$ cat src/rtl/mss_params.svh
// Constants for the memory select and self test block
`ifndef MSS_PARAMS_SVH
`define MSS_PARAMS_SVH
`define MSS_RAM_BYTES      2048
`define MSS_ROM_BYTES      32768
`define MSS_RAM_ADDR_MSB   12
`define MSS_ROM1_ADDR_MSB  14
`define MSS_ROM23_ADDR_MSB 12
`define MSS_DEC_LSB        13
`define MSS_SEL_RAM        3'h7
`define MSS_SEL_ROM1_A     3'h0
`define MSS_SEL_ROM1_B     3'h1
`define MSS_SEL_ROM1_C     3'h2
`define MSS_SEL_ROM1_D     3'h3
`define MSS_SEL_ROM2       3'h4
`define MSS_SEL_ROM3       3'h5
`define MSS_CODE_RAM       16'h1000
`define MSS_CODE_ROM1      16'h0100
`define MSS_CODE_ROM2      16'h0010
`define MSS_CODE_ROM3      16'h0001
`define MSS_CODE_NONE      16'h0000
`define MSS_CODE_ROMTEST   16'h0050
`define MSS_TEST_ROM       4'h5
`define MSS_TEST_EXIT      4'h7
`endif

$ cat src/rtl/mss_pkg.sv
// Types for the memory select and self test block
package mss_pkg;
	typedef struct packed {
		logic ram_ce_n;
		logic rom1_ce_n;
		logic rom2_ce_n;
		logic rom3_ce_n;
	} mss_enables_t;
	typedef enum logic [2:0] {
		ST_IDLE    = 3'b000,
		ST_POST    = 3'b001,
		ST_SHOWERR = 3'b010,
		ST_MENU    = 3'b011,
		ST_ROMRUN  = 3'b100,
		ST_ROMHALT = 3'b101
	} mss_state_t;
endpackage

$ cat src/rtl/mss_memory_select.sv
// Memory enable gating plus power-on and keyboard ROM test sequencing
//
// Functional notes
// 2k byte RAM and 32k byte ROM space reachable from processor bus.
// RAM enabled only while address strobe and RAM select both asserted.
// Address strobe inverted to active low before memory enables.
// Processor picks RAM read or write via its direction signal.
// RAM location decoded from address lines 0 through 12.
// RAM data sits directly on the eight bit processor data bus.
// Each ROM enabled when inverted strobe low and own select low.
// ROM1 uses address 0 to 14, ROM2 and ROM3 use 0 to 12.
// ROM selects decoded from the top address lines 13 to 15.
// Power-on RAM failure shows code 1000 on frequency display.
// Power-on ROM1, ROM2, ROM3 failures show 0100, 0010, 0001.
// Power-on error code held until any front-panel key pressed.
// ROM test checks all; halts after pass on fail, else counts passes.
// ROM test is menu item 5 and runs until user stops it.
// ROM test malfunction shows code 50 on frequency display.
// Menu item 7 confirmed exits tests, reinitialising as power-on.
// At most one memory select asserted for any address.
`timescale 1ns/1ps
`include "mss_params.svh"

module mss_memory_select (
	input  wire logic                sys_clk,           // System clock, 125 MHz
	input  wire logic                rst_n,             // Synchronous reset, low
	input  wire logic [15:0]         addr,              // Processor address bus
	input  wire logic                valid_address_strobe, // Valid address, high
	input  wire logic                rw_dir,            // Processor direction, 1 read
	input  wire logic [7:0]          cpu_dout,          // Processor write data
	input  wire logic [7:0]          ram_rdata,         // RAM read data
	input  wire logic [7:0]          rom_rdata,         // Selected ROM read data
	output logic [7:0]               cpu_din,           // Data to processor
	output mss_pkg::mss_enables_t    enables,           // Active low chip enables
	output logic [12:0]              ram_addr,          // RAM location
	output logic [14:0]              rom_addr,          // ROM location
	output logic                     ram_we_n,          // RAM write, low
	output logic [7:0]               ram_wdata,         // RAM write data
	input  wire logic                post_start,        // Power-on check begin pulse
	input  wire logic                post_done,         // Check finished pulse
	input  wire logic [3:0]          post_fail,         // RAM,ROM1,ROM2,ROM3 failed
	input  wire logic                key_any,           // Any panel key pulse
	input  wire logic                test_enter,        // Enter test menu pulse
	input  wire logic                menu_step,         // Next menu item pulse
	input  wire logic                step_confirm_key,  // Confirm pulse
	input  wire logic                romtest_pass_done, // ROM checksum pass finished
	input  wire logic                romtest_fail,      // That pass found a fault
	output logic                     romtest_run,       // ROM test sweep active
	output logic                     reinit,            // Reinitialise pulse
	output logic [15:0]              freq_code,         // Frequency display code
	output logic [15:0]              pass_count,        // Amplitude display count
	output logic [3:0]               menu_item          // Modulation display item
);

	////////////////////////////////////////////////////////////////////////
	// Address decode
	logic        valid_address_strobe_n;
	logic [2:0]  top_bits;
	logic        sel_ram_n;
	logic        sel_rom1_n;
	logic        sel_rom2_n;
	logic        sel_rom3_n;
	mss_pkg::mss_state_t state_reg;
	mss_pkg::mss_state_t state_next;

	// One hot-low select from top bits
	function automatic logic [3:0] decode_top(input logic [2:0] t);
		logic [3:0] s;
		s = 4'hF;
		case (t)
			`MSS_SEL_RAM:    s = 4'h7;
			`MSS_SEL_ROM1_A: s = 4'hB;
			`MSS_SEL_ROM1_B: s = 4'hB;
			`MSS_SEL_ROM1_C: s = 4'hB;
			`MSS_SEL_ROM1_D: s = 4'hB;
			`MSS_SEL_ROM2:   s = 4'hD;
			`MSS_SEL_ROM3:   s = 4'hE;
			default:         s = 4'hF;
		endcase
		return s;
	endfunction

	// top address decode
	assign top_bits = addr[15:`MSS_DEC_LSB];
	// decoder yields one select at most
	assign {sel_ram_n, sel_rom1_n, sel_rom2_n, sel_rom3_n} = decode_top(top_bits);
	// strobe inverted
	assign valid_address_strobe_n = ~valid_address_strobe;

	////////////////////////////////////////////////////////////////////////
	// Chip enables, combinational so the bus timing matches the parts
	// RAM enable gating
	assign enables.ram_ce_n  = valid_address_strobe_n | sel_ram_n;
	// ROM enable gating
	assign enables.rom1_ce_n = valid_address_strobe_n | sel_rom1_n;
	assign enables.rom2_ce_n = valid_address_strobe_n | sel_rom2_n;
	assign enables.rom3_ce_n = valid_address_strobe_n | sel_rom3_n;
	// RAM location lines
	assign ram_addr = addr[`MSS_RAM_ADDR_MSB:0];
	// ROM1 wide, ROM2 and ROM3 narrow
	assign rom_addr = (!sel_rom1_n) ? addr[`MSS_ROM1_ADDR_MSB:0]
		: {2'h0, addr[`MSS_ROM23_ADDR_MSB:0]};
	// direction from processor; R6: straight data path
	assign ram_we_n  = enables.ram_ce_n | rw_dir;
	assign ram_wdata = cpu_dout;

	// read data from whichever store is enabled
	always_ff @(posedge sys_clk) begin
		if (!rst_n) begin
			cpu_din <= 8'h00;
		end else if (!enables.ram_ce_n && rw_dir) begin
			cpu_din <= ram_rdata;
		end else if (!(enables.rom1_ce_n & enables.rom2_ce_n & enables.rom3_ce_n)) begin
			cpu_din <= rom_rdata;
		end
	end

	////////////////////////////////////////////////////////////////////////
	// Test sequencer
	always_comb begin
		state_next = state_reg;
		case (state_reg)
			mss_pkg::ST_IDLE: begin
				if (post_start) begin
					state_next = mss_pkg::ST_POST;
				end else if (test_enter) begin
					state_next = mss_pkg::ST_MENU;
				end
			end
			mss_pkg::ST_POST: begin
				if (post_done) begin
					state_next = (post_fail != 4'h0) ? mss_pkg::ST_SHOWERR
						: mss_pkg::ST_IDLE;
				end
			end
			mss_pkg::ST_SHOWERR: begin
				if (key_any) begin
					state_next = mss_pkg::ST_IDLE;
				end
			end
			mss_pkg::ST_MENU: begin
				if (step_confirm_key && menu_item == `MSS_TEST_ROM) begin
					state_next = mss_pkg::ST_ROMRUN;
				end else if (step_confirm_key && menu_item == `MSS_TEST_EXIT) begin
					state_next = mss_pkg::ST_POST;
				end
			end
			mss_pkg::ST_ROMRUN: begin
				if (menu_step) begin
					state_next = mss_pkg::ST_MENU;
				end else if (romtest_pass_done && romtest_fail) begin
					state_next = mss_pkg::ST_ROMHALT;
				end
			end
			mss_pkg::ST_ROMHALT: begin
				if (menu_step) begin
					state_next = mss_pkg::ST_MENU;
				end
			end
			default: state_next = mss_pkg::ST_IDLE;
		endcase
	end

	// State register; power-on check follows reset via post_start
	always_ff @(posedge sys_clk) begin
		if (!rst_n) begin
			state_reg <= mss_pkg::ST_IDLE;
		end else begin
			state_reg <= state_next;
		end
	end

	// exit reinitialises as power-on
	always_ff @(posedge sys_clk) begin
		if (!rst_n) begin
			reinit <= 1'b0;
		end else begin
			reinit <= (state_reg == mss_pkg::ST_MENU) && step_confirm_key
				&& (menu_item == `MSS_TEST_EXIT);
		end
	end

	// menu item stepping, wraps past exit item
	always_ff @(posedge sys_clk) begin
		if (!rst_n) begin
			menu_item <= 4'h1;
		end else if (state_reg == mss_pkg::ST_MENU && menu_step) begin
			menu_item <= (menu_item == `MSS_TEST_EXIT) ? 4'h1 : menu_item + 4'h1;
		end else if (state_reg == mss_pkg::ST_IDLE && test_enter) begin
			menu_item <= 4'h1;
		end
	end

	// pass counter advances only on clean passes
	always_ff @(posedge sys_clk) begin
		if (!rst_n) begin
			pass_count <= 16'h0000;
		end else if (state_reg == mss_pkg::ST_MENU && step_confirm_key
			&& menu_item == `MSS_TEST_ROM) begin
			pass_count <= 16'h0000;
		end else if (state_reg == mss_pkg::ST_ROMRUN && romtest_pass_done
			&& !romtest_fail && !menu_step) begin
			pass_count <= pass_count + 16'h0001;
		end
	end

	// R11: R12: R15: display code priority RAM first
	always_ff @(posedge sys_clk) begin
		if (!rst_n) begin
			freq_code <= `MSS_CODE_NONE;
		end else if (state_reg == mss_pkg::ST_POST && post_done) begin
			if (post_fail[3]) begin
				freq_code <= `MSS_CODE_RAM;
			end else if (post_fail[2]) begin
				freq_code <= `MSS_CODE_ROM1;
			end else if (post_fail[1]) begin
				freq_code <= `MSS_CODE_ROM2;
			end else if (post_fail[0]) begin
				freq_code <= `MSS_CODE_ROM3;
			end else begin
				freq_code <= `MSS_CODE_NONE;
			end
		end else if (state_reg == mss_pkg::ST_SHOWERR && key_any) begin
			freq_code <= `MSS_CODE_NONE;
		end else if (state_reg == mss_pkg::ST_ROMRUN && romtest_pass_done
			&& romtest_fail && !menu_step) begin
			freq_code <= `MSS_CODE_ROMTEST;
		end
	end

	assign romtest_run = (state_reg == mss_pkg::ST_ROMRUN);
endmodule

$ cat config.mk
export PLATFORM = sky130hd
export DESIGN_NAME = mss_memory_select
export DESIGN_NICKNAME = d
export VERILOG_FILES = /design/src/rtl/mss_pkg.sv /design/src/rtl/mss_memory_select.sv
export VERILOG_INCLUDE_DIRS = /design/src /design/src/rtl
export SDC_FILE = /design/constraint.sdc
export NUM_CORES = 1
export LEC_CHECK = 0
export BUFFER_PORTS_ARGS = -buffer_cell sky130_fd_sc_hd__buf_2
export CAP_MARGIN = 20
export CORE_ASPECT_RATIO = 0.9
export CORE_MARGIN = 5
export CORE_UTILIZATION = 40
export CTS_BUF_LIST = sky130_fd_sc_hd__clkbuf_8
export CTS_CLUSTER_SIZE = 8
export DETAILED_ROUTE_END_ITERATION = 7
export PLACE_DENSITY_LB_ADDON = 0.12
export SYNTH_ARGS = -nofsm -noshare
export SYNTH_HDL_FRONTEND = slang
export SYNTH_SLANG_ARGS = --single-unit
$ cat constraint.sdc
create_clock -name sys_clk -period 3.5 [get_ports sys_clk]
set_input_delay 0.7 -clock sys_clk [delete_from_list [all_inputs] [get_ports sys_clk]]
set_output_delay 0.7 -clock sys_clk [all_outputs]
set_load 0.02 [all_outputs]
==> impl_metrics.prom, run 1 <==
# TYPE chip_impl_metric gauge
chip_impl_metric{name="drt_iter0_drc",unit=""} 93
chip_impl_metric{name="die_w",unit="µm"} 89.5
chip_impl_info{name="synth_top_cells_by_count",value="sky130_fd_sc_hd__buf_4, sky130_fd_sc_hd__dfxtp_1, sky130_fd_sc_hd__a21oi_1, sky130_fd_sc_hd__inv_1, sky130_fd_sc_hd__nor2_1"} 1
chip_impl_info{name="worstHoldPathType",value="reg2reg"} 1
chip_impl_metric{name="ant_nets",unit=""} 0
chip_impl_metric{name="insertedDiodeCount",unit=""} 0
chip_impl_metric{name="floorplan.initialDensity",unit="%"} 40.6
chip_impl_metric{name="synth_seq_area_share",unit="%"} 32.6
chip_impl_metric{name="timing.final.ws_setup",unit="ps"} 1190
chip_impl_info{name="cts_tree",value="done"} 1
chip_impl_metric{name="core.rowCount",unit=""} 26
chip_impl_info{name="dominant_cell_by_count_in_the_synthesized_netlist",value="sky130_fd_sc_hd__buf_4"} 1
chip_impl_metric{name="cts_buffer_depth",unit=""} 2
chip_impl_metric{name="dpl_worst_slack",unit="ps"} 1190
chip_impl_metric{name="register_area",unit="µm²"} 741
chip_impl_metric{name="cts_num_sinks",unit=""} 37
chip_impl_metric{name="slowest_cell_delay_on_critical_path",unit="ps"} 540
chip_impl_info{name="cts_root_buffer",value="sky130_fd_sc_hd__clkbuf_8"} 1
chip_impl_metric{name="final.setup_skew",unit="ps"} 8.06
chip_impl_metric{name="grt_usage",unit="%"} 14.3
chip_impl_metric{name="multi_input_comb_area",unit="mm²"} 0.00113
chip_impl_metric{name="detail_route.wirelength.met1",unit="µm"} 2350
chip_impl_metric{name="filler_cell_count",unit=""} 589
chip_impl_metric{name="final-max-slew-violation-count",unit=""} 0
chip_impl_metric{name="grt_start_max_net_pins",unit=""} 20
chip_impl_info{name="timing.critical_path.slowest_stage_cell",value="sky130_fd_sc_hd__dfxtp_1"} 1
chip_impl_metric{name="floorplan.core_area",unit="mm²"} 0.00560
chip_impl_info{name="crit_path_end_kind",value="output pin"} 1
chip_impl_metric{name="power_leakage",unit="nW"} 1.08
chip_impl_metric{name="cp.arrival",unit="ps"} 1610
chip_impl_metric{name="yosysUniqueCellTypes",unit=""} 53
chip_impl_metric{name="summed_negative_setup_slack_over_all_endpoints",unit="ps"} 0
chip_impl_metric{name="synth_async_sr_flop_share",unit="%"} 0
chip_impl_metric{name="antenna_violations_before_repair",unit=""} 0
chip_impl_info{name="library_cell_occupying_the_most_area_in_the_post_synthesis_netlist",value="sky130_fd_sc_hd__dfxtp_1"} 1
chip_impl_metric{name="wl_met2",unit="µm"} 2340
chip_impl_metric{name="slew_worst_pin",unit="ps"} 534
chip_impl_metric{name="num_io_pins",unit=""} 143
chip_impl_metric{name="routed-via-count",unit=""} 1968
chip_impl_metric{name="power_density",unit="mW/mm²"} 410
chip_impl_metric{name="fin_total_pwr",unit="W"} 0.00103
chip_impl_metric{name="finalCritPeriodShare",unit="%"} 65.9
chip_impl_metric{name="grt_first_pass_wirelength",unit="µm"} 8160
chip_impl_info{name="rsz0062_at_grt",value="false"} 1
chip_impl_info{name="timing_worst_setup_path_type",value="reg2out"} 1
chip_impl_metric{name="overflow_left_after_global_routing",unit=""} 0
chip_impl_metric{name="synth-seq-cells",unit=""} 37
chip_impl_metric{name="synth-edff-count",unit=""} 0
chip_impl_info{name="synth.top_cells.by_area",value="sky130_fd_sc_hd__dfxtp_1, sky130_fd_sc_hd__buf_4, sky130_fd_sc_hd__a21oi_1"} 1
chip_impl_metric{name="post_drt_wl_per_cell",unit="µm"} 13.7
chip_impl_info{name="outcome",value="finished, final reports clean"} 1
chip_impl_metric{name="largest_register_ff_count",unit=""} 16
chip_impl_metric{name="worstPathMaxFanout",unit=""} 13
chip_impl_metric{name="timing.critical_path.required",unit="ps"} 2800
chip_impl_metric{name="reported_max_cap_violation_count",unit=""} 0
chip_impl_metric{name="irDropWorstVdd",unit="V"} 0.000143
chip_impl_metric{name="final_nets",unit=""} 373
chip_impl_metric{name="synthToLayoutAreaGrowth",unit="%"} 10.0
chip_impl_metric{name="post_route_cells_drive_above_1_share",unit="%"} 29.9
chip_impl_metric{name="synthesis.area_per_instance",unit="µm²"} 8.30
chip_impl_info{name="crit_chain",value="or3b_4 > inv_1 > buf_2"} 1
chip_impl_info{name="reg_top3",value="pass_count (16), cpu_din (8), freq_code (5)"} 1
chip_impl_metric{name="avgViaCountPerCell",unit=""} 5.13
chip_impl_metric{name="drt_pass1_iterations",unit=""} 4
chip_impl_metric{name="max_clock_freq",unit="MHz"} 434
chip_impl_metric{name="first_global_vias",unit=""} 1731
chip_impl_info{name="routed.top_layer",value="met4"} 1
chip_impl_metric{name="design.die.area",unit="mm²"} 0.00729
chip_impl_metric{name="finish.instance_area",unit="mm²"} 0.00250
chip_impl_metric{name="worst_skew_pair.late_latency",unit="ps"} 280
chip_impl_metric{name="setup_violators_final",unit=""} 0
chip_impl_metric{name="period_minus_slack",unit="ps"} 2310
chip_impl_metric{name="tritoncts.num_buffers",unit=""} 5
chip_impl_metric{name="synth_top_cell_area_share",unit="%"} 32.6
chip_impl_metric{name="clk_transition_reported_paths",unit="ps"} 70
chip_impl_metric{name="post_cts_setup_inserts",unit=""} 0
chip_impl_metric{name="cts_resized",unit=""} 0
chip_impl_info{name="worstSetupStartpointType",value="flop"} 1
chip_impl_metric{name="slew_headroom",unit="%"} 63.9
chip_impl_metric{name="synth_warnings",unit=""} 0
chip_impl_metric{name="die_height",unit="µm"} 81.5
chip_impl_metric{name="placedInstanceArea",unit="mm²"} 0.00241
chip_impl_metric{name="post_cts_hold_buffer_count",unit=""} 0
chip_impl_metric{name="final_hold_viol_count",unit=""} 0
chip_impl_metric{name="synth_cells",unit=""} 274
chip_impl_info{name="synth_ff_type",value="sky130_fd_sc_hd__dfxtp_1"} 1
chip_impl_metric{name="synth.cell_area",unit="mm²"} 0.00227
chip_impl_metric{name="io_buffers",unit=""} 76
chip_impl_metric{name="route.final.wire_length",unit="µm"} 5250
chip_impl_metric{name="dp.final_hpwl",unit="µm"} 4010
chip_impl_metric{name="drc_errors",unit=""} 0
chip_impl_metric{name="route.met3.wl",unit="µm"} 434
chip_impl_metric{name="cts_max_level",unit=""} 2
chip_impl_info{name="largest_register",value="pass_count"} 1
chip_impl_metric{name="final.hold.worst_slack",unit="ps"} 438
chip_impl_metric{name="gp_congestion",unit=""} 0.799
==> logic make-up after synthesis <==
| logic type | after synthesis | share of synthesized area [%] |
|---|---|---|
| and+or+nand+nor | 94 | 25.8 |
| buffers and inverters | 73 | 19.5 |
| AOI/OAI and AO/OA | 56 | 16.3 |
| DFF | 37 | 32.6 |
| xor gates and xnor gates | 8 | 3.08 |
| adders and majority gates | 3 | 1.65 |
| muxes | 2 | 0.936 |
| other | 1 | 0.165 |
==> where the power goes <==
| group | leakage (nW) | switching [W] | internal [W] |
|---|---|---|---|
| sequential | 0.301 | 0.0000480 | 0.000448 |
| combinational | 0.734 | 0.000132 | 0.000102 |
| clock | 0.0485 | 0.000144 | 0.000153 |
==> stage by stage <==
stage | cells | utilization, %
after floorplan | 284 | -
after global placement | 377 | 43.2
after detailed placement | 377 | 43.2
after CTS | 384 | 44.7
after global routing | 384 | 44.7
final | 384 | 44.7
==> layer usage <==
metal	track usage (%)	vias up
met2	20.5	59
met1	19.6	891
met4	6.70	0
li1	-	1003
met5	0	-
met3	4.11	15
==> layout by cell type (no fill, tap or decap), types with 5 or more instances in the layout <==
master / n
sky130_fd_sc_hd__nor2_1: 14
sky130_fd_sc_hd__o221ai_1: 8
sky130_fd_sc_hd__inv_1: 20
sky130_fd_sc_hd__xnor2_1: 7
sky130_fd_sc_hd__clkbuf_8: 6
sky130_fd_sc_hd__nand2_1: 10
sky130_fd_sc_hd__nor3_1: 6
sky130_fd_sc_hd__buf_2: 76
sky130_fd_sc_hd__nand4_1: 7
sky130_fd_sc_hd__nand3_1: 10
sky130_fd_sc_hd__dfxtp_1: 37
sky130_fd_sc_hd__nand3b_1: 6
sky130_fd_sc_hd__conb_1: 11
sky130_fd_sc_hd__o21ai_0: 8
sky130_fd_sc_hd__a21oi_1: 20
sky130_fd_sc_hd__nor4_1: 5
==> final timing paths <==
| kind | from | end | slack (ps) | cells after the start |
|---|---|---|---|---|
| worst max register to register | state_reg[2] | pass_count[14] | 1380 | 4 |
| worst min register to register | freq_code[6] | freq_code[6] | 440 | 2 |
| worst max-delay path | state_reg[2] | romtest_run | 1190 | 3 |
| worst min-delay path | freq_code[6] | freq_code[6] | 440 | 2 |
==> worst max-delay path: cells and delay by family, from the launching register on <==
family / cells / cell delay, ps
AND/OR/NAND/NOR: 1 / 470
flip-flops: 1 / 540
buffers and inverters: 2 / 310
==> layout make-up <==
class | instances | share of cell area [%]
multi-input cells | 174 | 45.1
well taps | 70 | 3.50
inverters | 19 | 2.85
flip-flops and latches | 37 | 29.6
clock buffers | 6 | 3.30
clock inverters | 1 | 0.150
repair buffers | 77 | 15.5
(Power assumes the default switching activity.)
==> inputs of run 2 (changes only) <==
- clock period: 3.5 -> 2.4 ns (I/O delays scaled with it)
==> impl_metrics.prom, run 2 (same netlist as run 1, synthesis figures left out) <==
# TYPE chip_impl_metric gauge
chip_impl_metric{name="power_density",unit="mW/mm²"} 616
chip_impl_metric{name="power_leakage",unit="nW"} 1.09
chip_impl_metric{name="floorplan.core_area",unit="mm²"} 0.00560
chip_impl_metric{name="route.final.wire_length",unit="µm"} 5310
chip_impl_info{name="cts_root_buffer",value="sky130_fd_sc_hd__clkbuf_8"} 1
chip_impl_metric{name="finalCritPeriodShare",unit="%"} 87.8
chip_impl_metric{name="placedInstanceArea",unit="mm²"} 0.00242
chip_impl_metric{name="synthToLayoutAreaGrowth",unit="%"} 11.0
chip_impl_info{name="largest_register",value="pass_count"} 1
chip_impl_metric{name="max_clock_freq",unit="MHz"} 474
chip_impl_metric{name="worstPathMaxFanout",unit=""} 13
chip_impl_info{name="worstHoldPathType",value="reg2reg"} 1
chip_impl_metric{name="floorplan.initialDensity",unit="%"} 40.6
chip_impl_metric{name="grt_first_pass_wirelength",unit="µm"} 8220
chip_impl_info{name="outcome",value="finished, final reports clean"} 1
chip_impl_metric{name="hold_depth",unit=""} 2
chip_impl_metric{name="worst_skew_pair.late_latency",unit="ps"} 290
chip_impl_metric{name="post_cts_setup_inserts",unit=""} 0
chip_impl_metric{name="cp.arrival",unit="ps"} 2330
chip_impl_metric{name="core.rowCount",unit=""} 26
chip_impl_metric{name="final_nets",unit=""} 374
chip_impl_metric{name="routed-via-count",unit=""} 1978
chip_impl_metric{name="irDropWorstVdd",unit="V"} 0.000245
chip_impl_info{name="timing_worst_setup_path_type",value="reg2reg"} 1
chip_impl_metric{name="drt_pass1_iterations",unit=""} 4
chip_impl_metric{name="largest_register_ff_count",unit=""} 16
chip_impl_metric{name="slew_worst_pin",unit="ps"} 602
chip_impl_info{name="reg_top3",value="pass_count (16), cpu_din (8), freq_code (5)"} 1
chip_impl_metric{name="avgViaCountPerCell",unit=""} 5.12
chip_impl_metric{name="timing.critical_path.required",unit="ps"} 2620
chip_impl_info{name="layout_commonest_cell",value="sky130_fd_sc_hd__buf_2"} 1
chip_impl_metric{name="dp.final_hpwl",unit="µm"} 4090
chip_impl_metric{name="drc_errors",unit=""} 0
chip_impl_metric{name="grt_start_max_net_pins",unit=""} 20
chip_impl_metric{name="summed_negative_setup_slack_over_all_endpoints",unit="ps"} 0
chip_impl_metric{name="final_hold_viol_count",unit=""} 0
chip_impl_metric{name="cts_max_level",unit=""} 2
chip_impl_metric{name="grt_usage",unit="%"} 14.3
chip_impl_metric{name="register_to_register_path_depth",unit=""} 4
chip_impl_metric{name="post_cts_hold_buffer_count",unit=""} 0
chip_impl_info{name="crit_path_end_kind",value="flop"} 1
chip_impl_metric{name="overflow_left_after_global_routing",unit=""} 0
chip_impl_metric{name="cts_buffer_depth",unit=""} 2
chip_impl_metric{name="tritoncts.num_buffers",unit=""} 5
chip_impl_info{name="rsz0062_at_grt",value="false"} 1
chip_impl_metric{name="reported_max_cap_violation_count",unit=""} 0
chip_impl_metric{name="post_route_cells_drive_above_1_share",unit="%"} 30.7
chip_impl_metric{name="die_height",unit="µm"} 81.5
chip_impl_info{name="cts_tree",value="done"} 1
chip_impl_metric{name="final-max-slew-violation-count",unit=""} 0
chip_impl_metric{name="setup_violators_final",unit=""} 0
chip_impl_metric{name="design.die.area",unit="mm²"} 0.00729
chip_impl_metric{name="first_global_vias",unit=""} 1797
chip_impl_metric{name="io_buffers",unit=""} 76
chip_impl_metric{name="final.hold.worst_slack",unit="ps"} 445
chip_impl_metric{name="post_drt_wl_per_cell",unit="µm"} 13.7
chip_impl_info{name="commonest_cells_after_routing_fill_and_taps_aside",value="sky130_fd_sc_hd__buf_2, sky130_fd_sc_hd__dfxtp_1, sky130_fd_sc_hd__a21oi_1"} 1
chip_impl_metric{name="ant_nets",unit=""} 0
chip_impl_metric{name="num_io_pins",unit=""} 143
chip_impl_metric{name="antenna_violations_before_repair",unit=""} 0
chip_impl_metric{name="gp_congestion",unit=""} 0.854
chip_impl_metric{name="die_w",unit="µm"} 89.5
chip_impl_metric{name="final.setup_skew",unit="ps"} 13.5
chip_impl_info{name="worstSetupStartpointType",value="flop"} 1
chip_impl_metric{name="slew_headroom",unit="%"} 59.3
chip_impl_metric{name="insertedDiodeCount",unit=""} 0
chip_impl_metric{name="finish.instance_area",unit="mm²"} 0.00252
chip_impl_metric{name="period_minus_slack",unit="ps"} 2110
chip_impl_metric{name="drt_iter0_drc",unit=""} 69
chip_impl_metric{name="clk_transition_reported_paths",unit="ps"} 70
chip_impl_metric{name="cts_num_sinks",unit=""} 37
chip_impl_metric{name="cts_resized",unit=""} 0
run 2: changes by cell type in the layout (fill, tap and decap cells not counted), sizes merged:
cell,before,now
clkbuf,6,7
inv,20,19
clkinv,0,1
buf,77,78
run 2: worst paths after layout:
kind | start | endpoint | slack, ps
setup / recovery | state_reg[2] | pass_count[14] | 290
hold / removal | cpu_din[4] | cpu_din[4] | 440
setup reg to reg | state_reg[2] | pass_count[14] | 290
hold reg to reg | cpu_din[4] | cpu_din[4] | 440
run 2: metrics by stage:
step	std cells	util (%)	total power (W)	worst slack (ps)
floorplan	284	-	0.00106	504
CTS	386	45.1	0.00158	306
detailed placement	378	43.3	0.00109	312
finish	386	45.1	0.00155	292
global route	386	45.1	0.00166	207
global placement	378	43.3	0.00109	320
run 2: report_power, final:
part	switching [W]	internal, W	total [W]
Combinational	0.000216	0.000157	0.000373
Sequential	0.0000523	0.000653	0.000705
Clock	0.000216	0.000260	0.000476
Total	0.000485	0.00107	0.00155
run 2: layout make-up:
class / instances / area (µm²)
Clock inverter: 1 / 5.00
Multi-Input combinational cell: 174 / 1130
Clock buffer: 7 / 96.3
Inverter: 19 / 71.3
Sequential cell: 37 / 741
Timing Repair Buffer: 78 / 395
Tap cell: 70 / 87.6
Fill cell: 586 / 3070
run 2: critical path: stages, from the launching register on:
cell and delay (ps):
sky130_fd_sc_hd__dfxtp_1 540, sky130_fd_sc_hd__or3b_4 460, sky130_fd_sc_hd__or3_4 430, sky130_fd_sc_hd__or4_1 470, sky130_fd_sc_hd__a21oi_1 140
run 2: per-layer routing:
metal  vias to the layer above  track usage, %  wire length, µm
met4                         0            5.36              108
met2                        64            22.5             2450
met3                        16            3.91              454
met5                         -               0                0
li1                       1008               -                -
met1                       890            18.6             2300
==> inputs of run 3 (changes only) <==
- clock period: 2.4 -> 1.85 ns (I/O delays scaled with it)
==> impl_metrics.prom, run 3 (same netlist as run 1, synthesis figures left out) <==
# TYPE chip_impl_metric gauge
chip_impl_info{name="outcome",value="finished, final reports clean"} 1
chip_impl_metric{name="gp_congestion",unit=""} 0.848
chip_impl_info{name="reg_top3",value="pass_count (16), cpu_din (8), freq_code (5)"} 1
chip_impl_metric{name="final.setup_skew",unit="ps"} 4.04
chip_impl_metric{name="grt_start_max_net_pins",unit=""} 16
chip_impl_info{name="min-delay-start",value="post_fail[2]"} 1
chip_impl_metric{name="final_hold_viol_count",unit=""} 0
chip_impl_metric{name="ant_nets",unit=""} 0
chip_impl_metric{name="synthToLayoutAreaGrowth",unit="%"} 16.9
chip_impl_info{name="crit_path_end_kind",value="flop"} 1
chip_impl_metric{name="insertedDiodeCount",unit=""} 0
chip_impl_metric{name="die_height",unit="µm"} 81.5
chip_impl_metric{name="cp.arrival",unit="ps"} 2040
chip_impl_metric{name="cts_num_sinks",unit=""} 37
chip_impl_metric{name="hold_depth",unit=""} 3
chip_impl_metric{name="clk_transition_reported_paths",unit="ps"} 70
chip_impl_metric{name="overflow_left_after_global_routing",unit=""} 0
chip_impl_info{name="layout_commonest_cell",value="sky130_fd_sc_hd__buf_2"} 1
chip_impl_info{name="cts_tree",value="done"} 1
chip_impl_metric{name="power_leakage",unit="nW"} 1.17
chip_impl_info{name="rsz0062_at_grt",value="true"} 1
chip_impl_info{name="cts_root_buffer",value="sky130_fd_sc_hd__clkbuf_8"} 1
chip_impl_metric{name="power.switching_fraction",unit="%"} 31.5
chip_impl_info{name="min_delay_worst_endpoint",value="freq_code[8]"} 1
chip_impl_metric{name="drt_iter0_drc",unit=""} 71
chip_impl_metric{name="routed-via-count",unit=""} 2078
chip_impl_metric{name="reported_max_cap_violation_count",unit=""} 0
chip_impl_info{name="largest_register",value="pass_count"} 1
chip_impl_info{name="timing.critical_path.slowest_stage_cell",value="sky130_fd_sc_hd__or4_4"} 1
chip_impl_metric{name="antenna_violations_before_repair",unit=""} 0
chip_impl_metric{name="slowest_cell_delay_on_critical_path",unit="ps"} 490
chip_impl_metric{name="worstPathMaxFanout",unit=""} 4
chip_impl_info{name="worstReg2RegEnd",value="pass_count[14]"} 1
chip_impl_metric{name="grt_first_pass_wirelength",unit="µm"} 8780
chip_impl_metric{name="worst_reg2reg_setup_slack",unit="ps"} 30
chip_impl_metric{name="post_layout_nonfiller_instances",unit=""} 402
chip_impl_metric{name="max_clock_freq",unit="MHz"} 550
chip_impl_info{name="worstSetupStartpointType",value="flop"} 1
chip_impl_metric{name="post_cts_hold_buffer_count",unit=""} 0
chip_impl_metric{name="drc_errors",unit=""} 0
chip_impl_info{name="critical-path-top-delay-family",value="simple AND/OR/NAND/NOR gates"} 1
chip_impl_metric{name="post_route_cells_drive_above_1_share",unit="%"} 35.8
chip_impl_metric{name="power.combinational.fraction",unit="%"} 27.2
chip_impl_metric{name="finalCritPeriodShare",unit="%"} 98.3
chip_impl_info{name="commonest_cells_after_routing_fill_and_taps_aside",value="sky130_fd_sc_hd__buf_2, sky130_fd_sc_hd__dfxtp_1, sky130_fd_sc_hd__buf_4"} 1
chip_impl_metric{name="clkPwrFrac",unit="%"} 28.4
chip_impl_metric{name="first_global_vias",unit=""} 1867
chip_impl_metric{name="grt_usage",unit="%"} 15.1
chip_impl_metric{name="die_w",unit="µm"} 89.5
chip_impl_metric{name="floorplan.initialDensity",unit="%"} 40.6
chip_impl_metric{name="tritoncts.num_buffers",unit=""} 5
chip_impl_metric{name="period_minus_slack",unit="ps"} 1820
chip_impl_metric{name="dp.final_hpwl",unit="µm"} 4300
chip_impl_metric{name="floorplan.core_area",unit="mm²"} 0.00560
chip_impl_metric{name="core.rowCount",unit=""} 26
chip_impl_info{name="crit_chain",value="or3b_4 > or3_4 > or4_4 > a21oi_2"} 1
chip_impl_metric{name="num_io_pins",unit=""} 143
chip_impl_metric{name="filler_cell_count",unit=""} 589
chip_impl_metric{name="cts_buffer_depth",unit=""} 2
chip_impl_metric{name="largest_register_ff_count",unit=""} 16
chip_impl_metric{name="design.die.area",unit="mm²"} 0.00729
chip_impl_metric{name="setup_violators_final",unit=""} 0
chip_impl_metric{name="final_nets",unit=""} 391
chip_impl_metric{name="irDropWorstVdd",unit="V"} 0.000363
chip_impl_metric{name="drt_pass1_iterations",unit=""} 4
chip_impl_metric{name="timing.final.ws_setup",unit="ps"} 30.5
chip_impl_metric{name="crit_path_buffers_inverters",unit=""} 0
chip_impl_metric{name="route.final.wire_length",unit="µm"} 5650
chip_impl_metric{name="power.switching",unit="W"} 0.000627
chip_impl_metric{name="timing.critical_path.required",unit="ps"} 2070
chip_impl_metric{name="cts_max_level",unit=""} 2
chip_impl_info{name="worstHoldPathType",value="in2reg"} 1
chip_impl_metric{name="place_inst",unit=""} 395
chip_impl_metric{name="io_buffers",unit=""} 76
chip_impl_metric{name="worst_skew_pair.late_latency",unit="ps"} 280
chip_impl_metric{name="sequentialPowerShare",unit="%"} 44.4
chip_impl_metric{name="post_cts_setup_inserts",unit=""} 0
chip_impl_metric{name="post_drt_wl_per_cell",unit="µm"} 14.1
chip_impl_metric{name="power_density",unit="mW/mm²"} 749
chip_impl_metric{name="register_to_register_path_depth",unit=""} 4
chip_impl_metric{name="avgViaCountPerCell",unit=""} 5.17
chip_impl_metric{name="p_int",unit="W"} 0.00136
chip_impl_metric{name="final-max-slew-violation-count",unit=""} 0
chip_impl_metric{name="dpl_worst_slack",unit="ps"} -73.3
chip_impl_info{name="timing_worst_setup_path_type",value="reg2reg"} 1
chip_impl_info{name="critical_path.reg2reg.startpoint",value="state_reg[0]"} 1
run 3: power groups by stage:
| stage | combinational, W | sequential (W) | clock (W) |
|---|---|---|---|
| 2_1_floorplan | 0.000436 | 0.000943 | 0 |
| 3_3_place_gp | 0.000537 | 0.000899 | 0 |
| 3_5_place_dp | 0.000536 | 0.000900 | 0 |
| 4_1_cts | 0.000537 | 0.000882 | 0.000593 |
| 5_1_grt | 0.000593 | 0.000888 | 0.000625 |
| 6_report | 0.000540 | 0.000883 | 0.000565 |
run 3: how the worst max path moves through the flow:
stage                  start              to  slack, ps  cells after the start
6_report        state_reg[0]  pass_count[14]         30                      4
5_1_grt         state_reg[0]  pass_count[14]        -20                      4
4_1_cts         state_reg[0]  pass_count[11]         20                      4
3_5_place_dp    romtest_fail  pass_count[11]        -70                      5
3_3_place_gp    romtest_fail  pass_count[11]        -60                      5
2_1_floorplan  pass_count[1]  pass_count[14]         20                      5
run 3: worst register-to-register path: stages, from the launching register on:
cell,delay [ps]
sky130_fd_sc_hd__dfxtp_2,340
sky130_fd_sc_hd__or3b_4,390
sky130_fd_sc_hd__or3_4,410
sky130_fd_sc_hd__or4_4,490
sky130_fd_sc_hd__a21oi_2,130
run 3: layout make-up:
class / instances / area (µm²) / area share [%]
multi-input combinational: 174 / 1140 / 43.0
sequential: 37 / 743 / 28.0
timing repair buffer: 95 / 526 / 19.8
tap: 70 / 87.6 / 3.30
clock buffer: 6 / 82.6 / 3.11
inverter: 19 / 71.3 / 2.68
clock inverter: 1 / 3.75 / 0.141
run 3: timing repair:
item / CTS / global route
gates cloned: 0 / 0
resized for setup: 1 / 6
pin swaps: 0 / 1
setup endpoints to repair: 1 / 5
run 3: routing by layer:
| metal | vias to the layer above | share of wire [%] | global-route usage (%) |
|---|---|---|---|
| met5 | - | 0 | 0 |
| met4 | 0 | 2.0 | 5.95 |
| met3 | 19 | 8.2 | 4.31 |
| met2 | 75 | 45 | 22.7 |
| met1 | 948 | 45 | 20.3 |
| li1 | 1036 | - | - |
run 3: stage by stage:
stage | total power (W) | util, % | hold WS (ps) | instance area, µm² | TNS, ps
detailed placement | 0.00144 | 45.6 | 437 | 2550 | -137
global placement | 0.00144 | 45.6 | 431 | 2550 | -87.5
floorplan | 0.00138 | - | 507 | 2310 | 0
finish | 0.00199 | 47.5 | 346 | 2660 | 0
CTS | 0.00201 | 47.2 | 339 | 2640 | 0
global route | 0.00211 | 47.5 | 364 | 2660 | -18.4
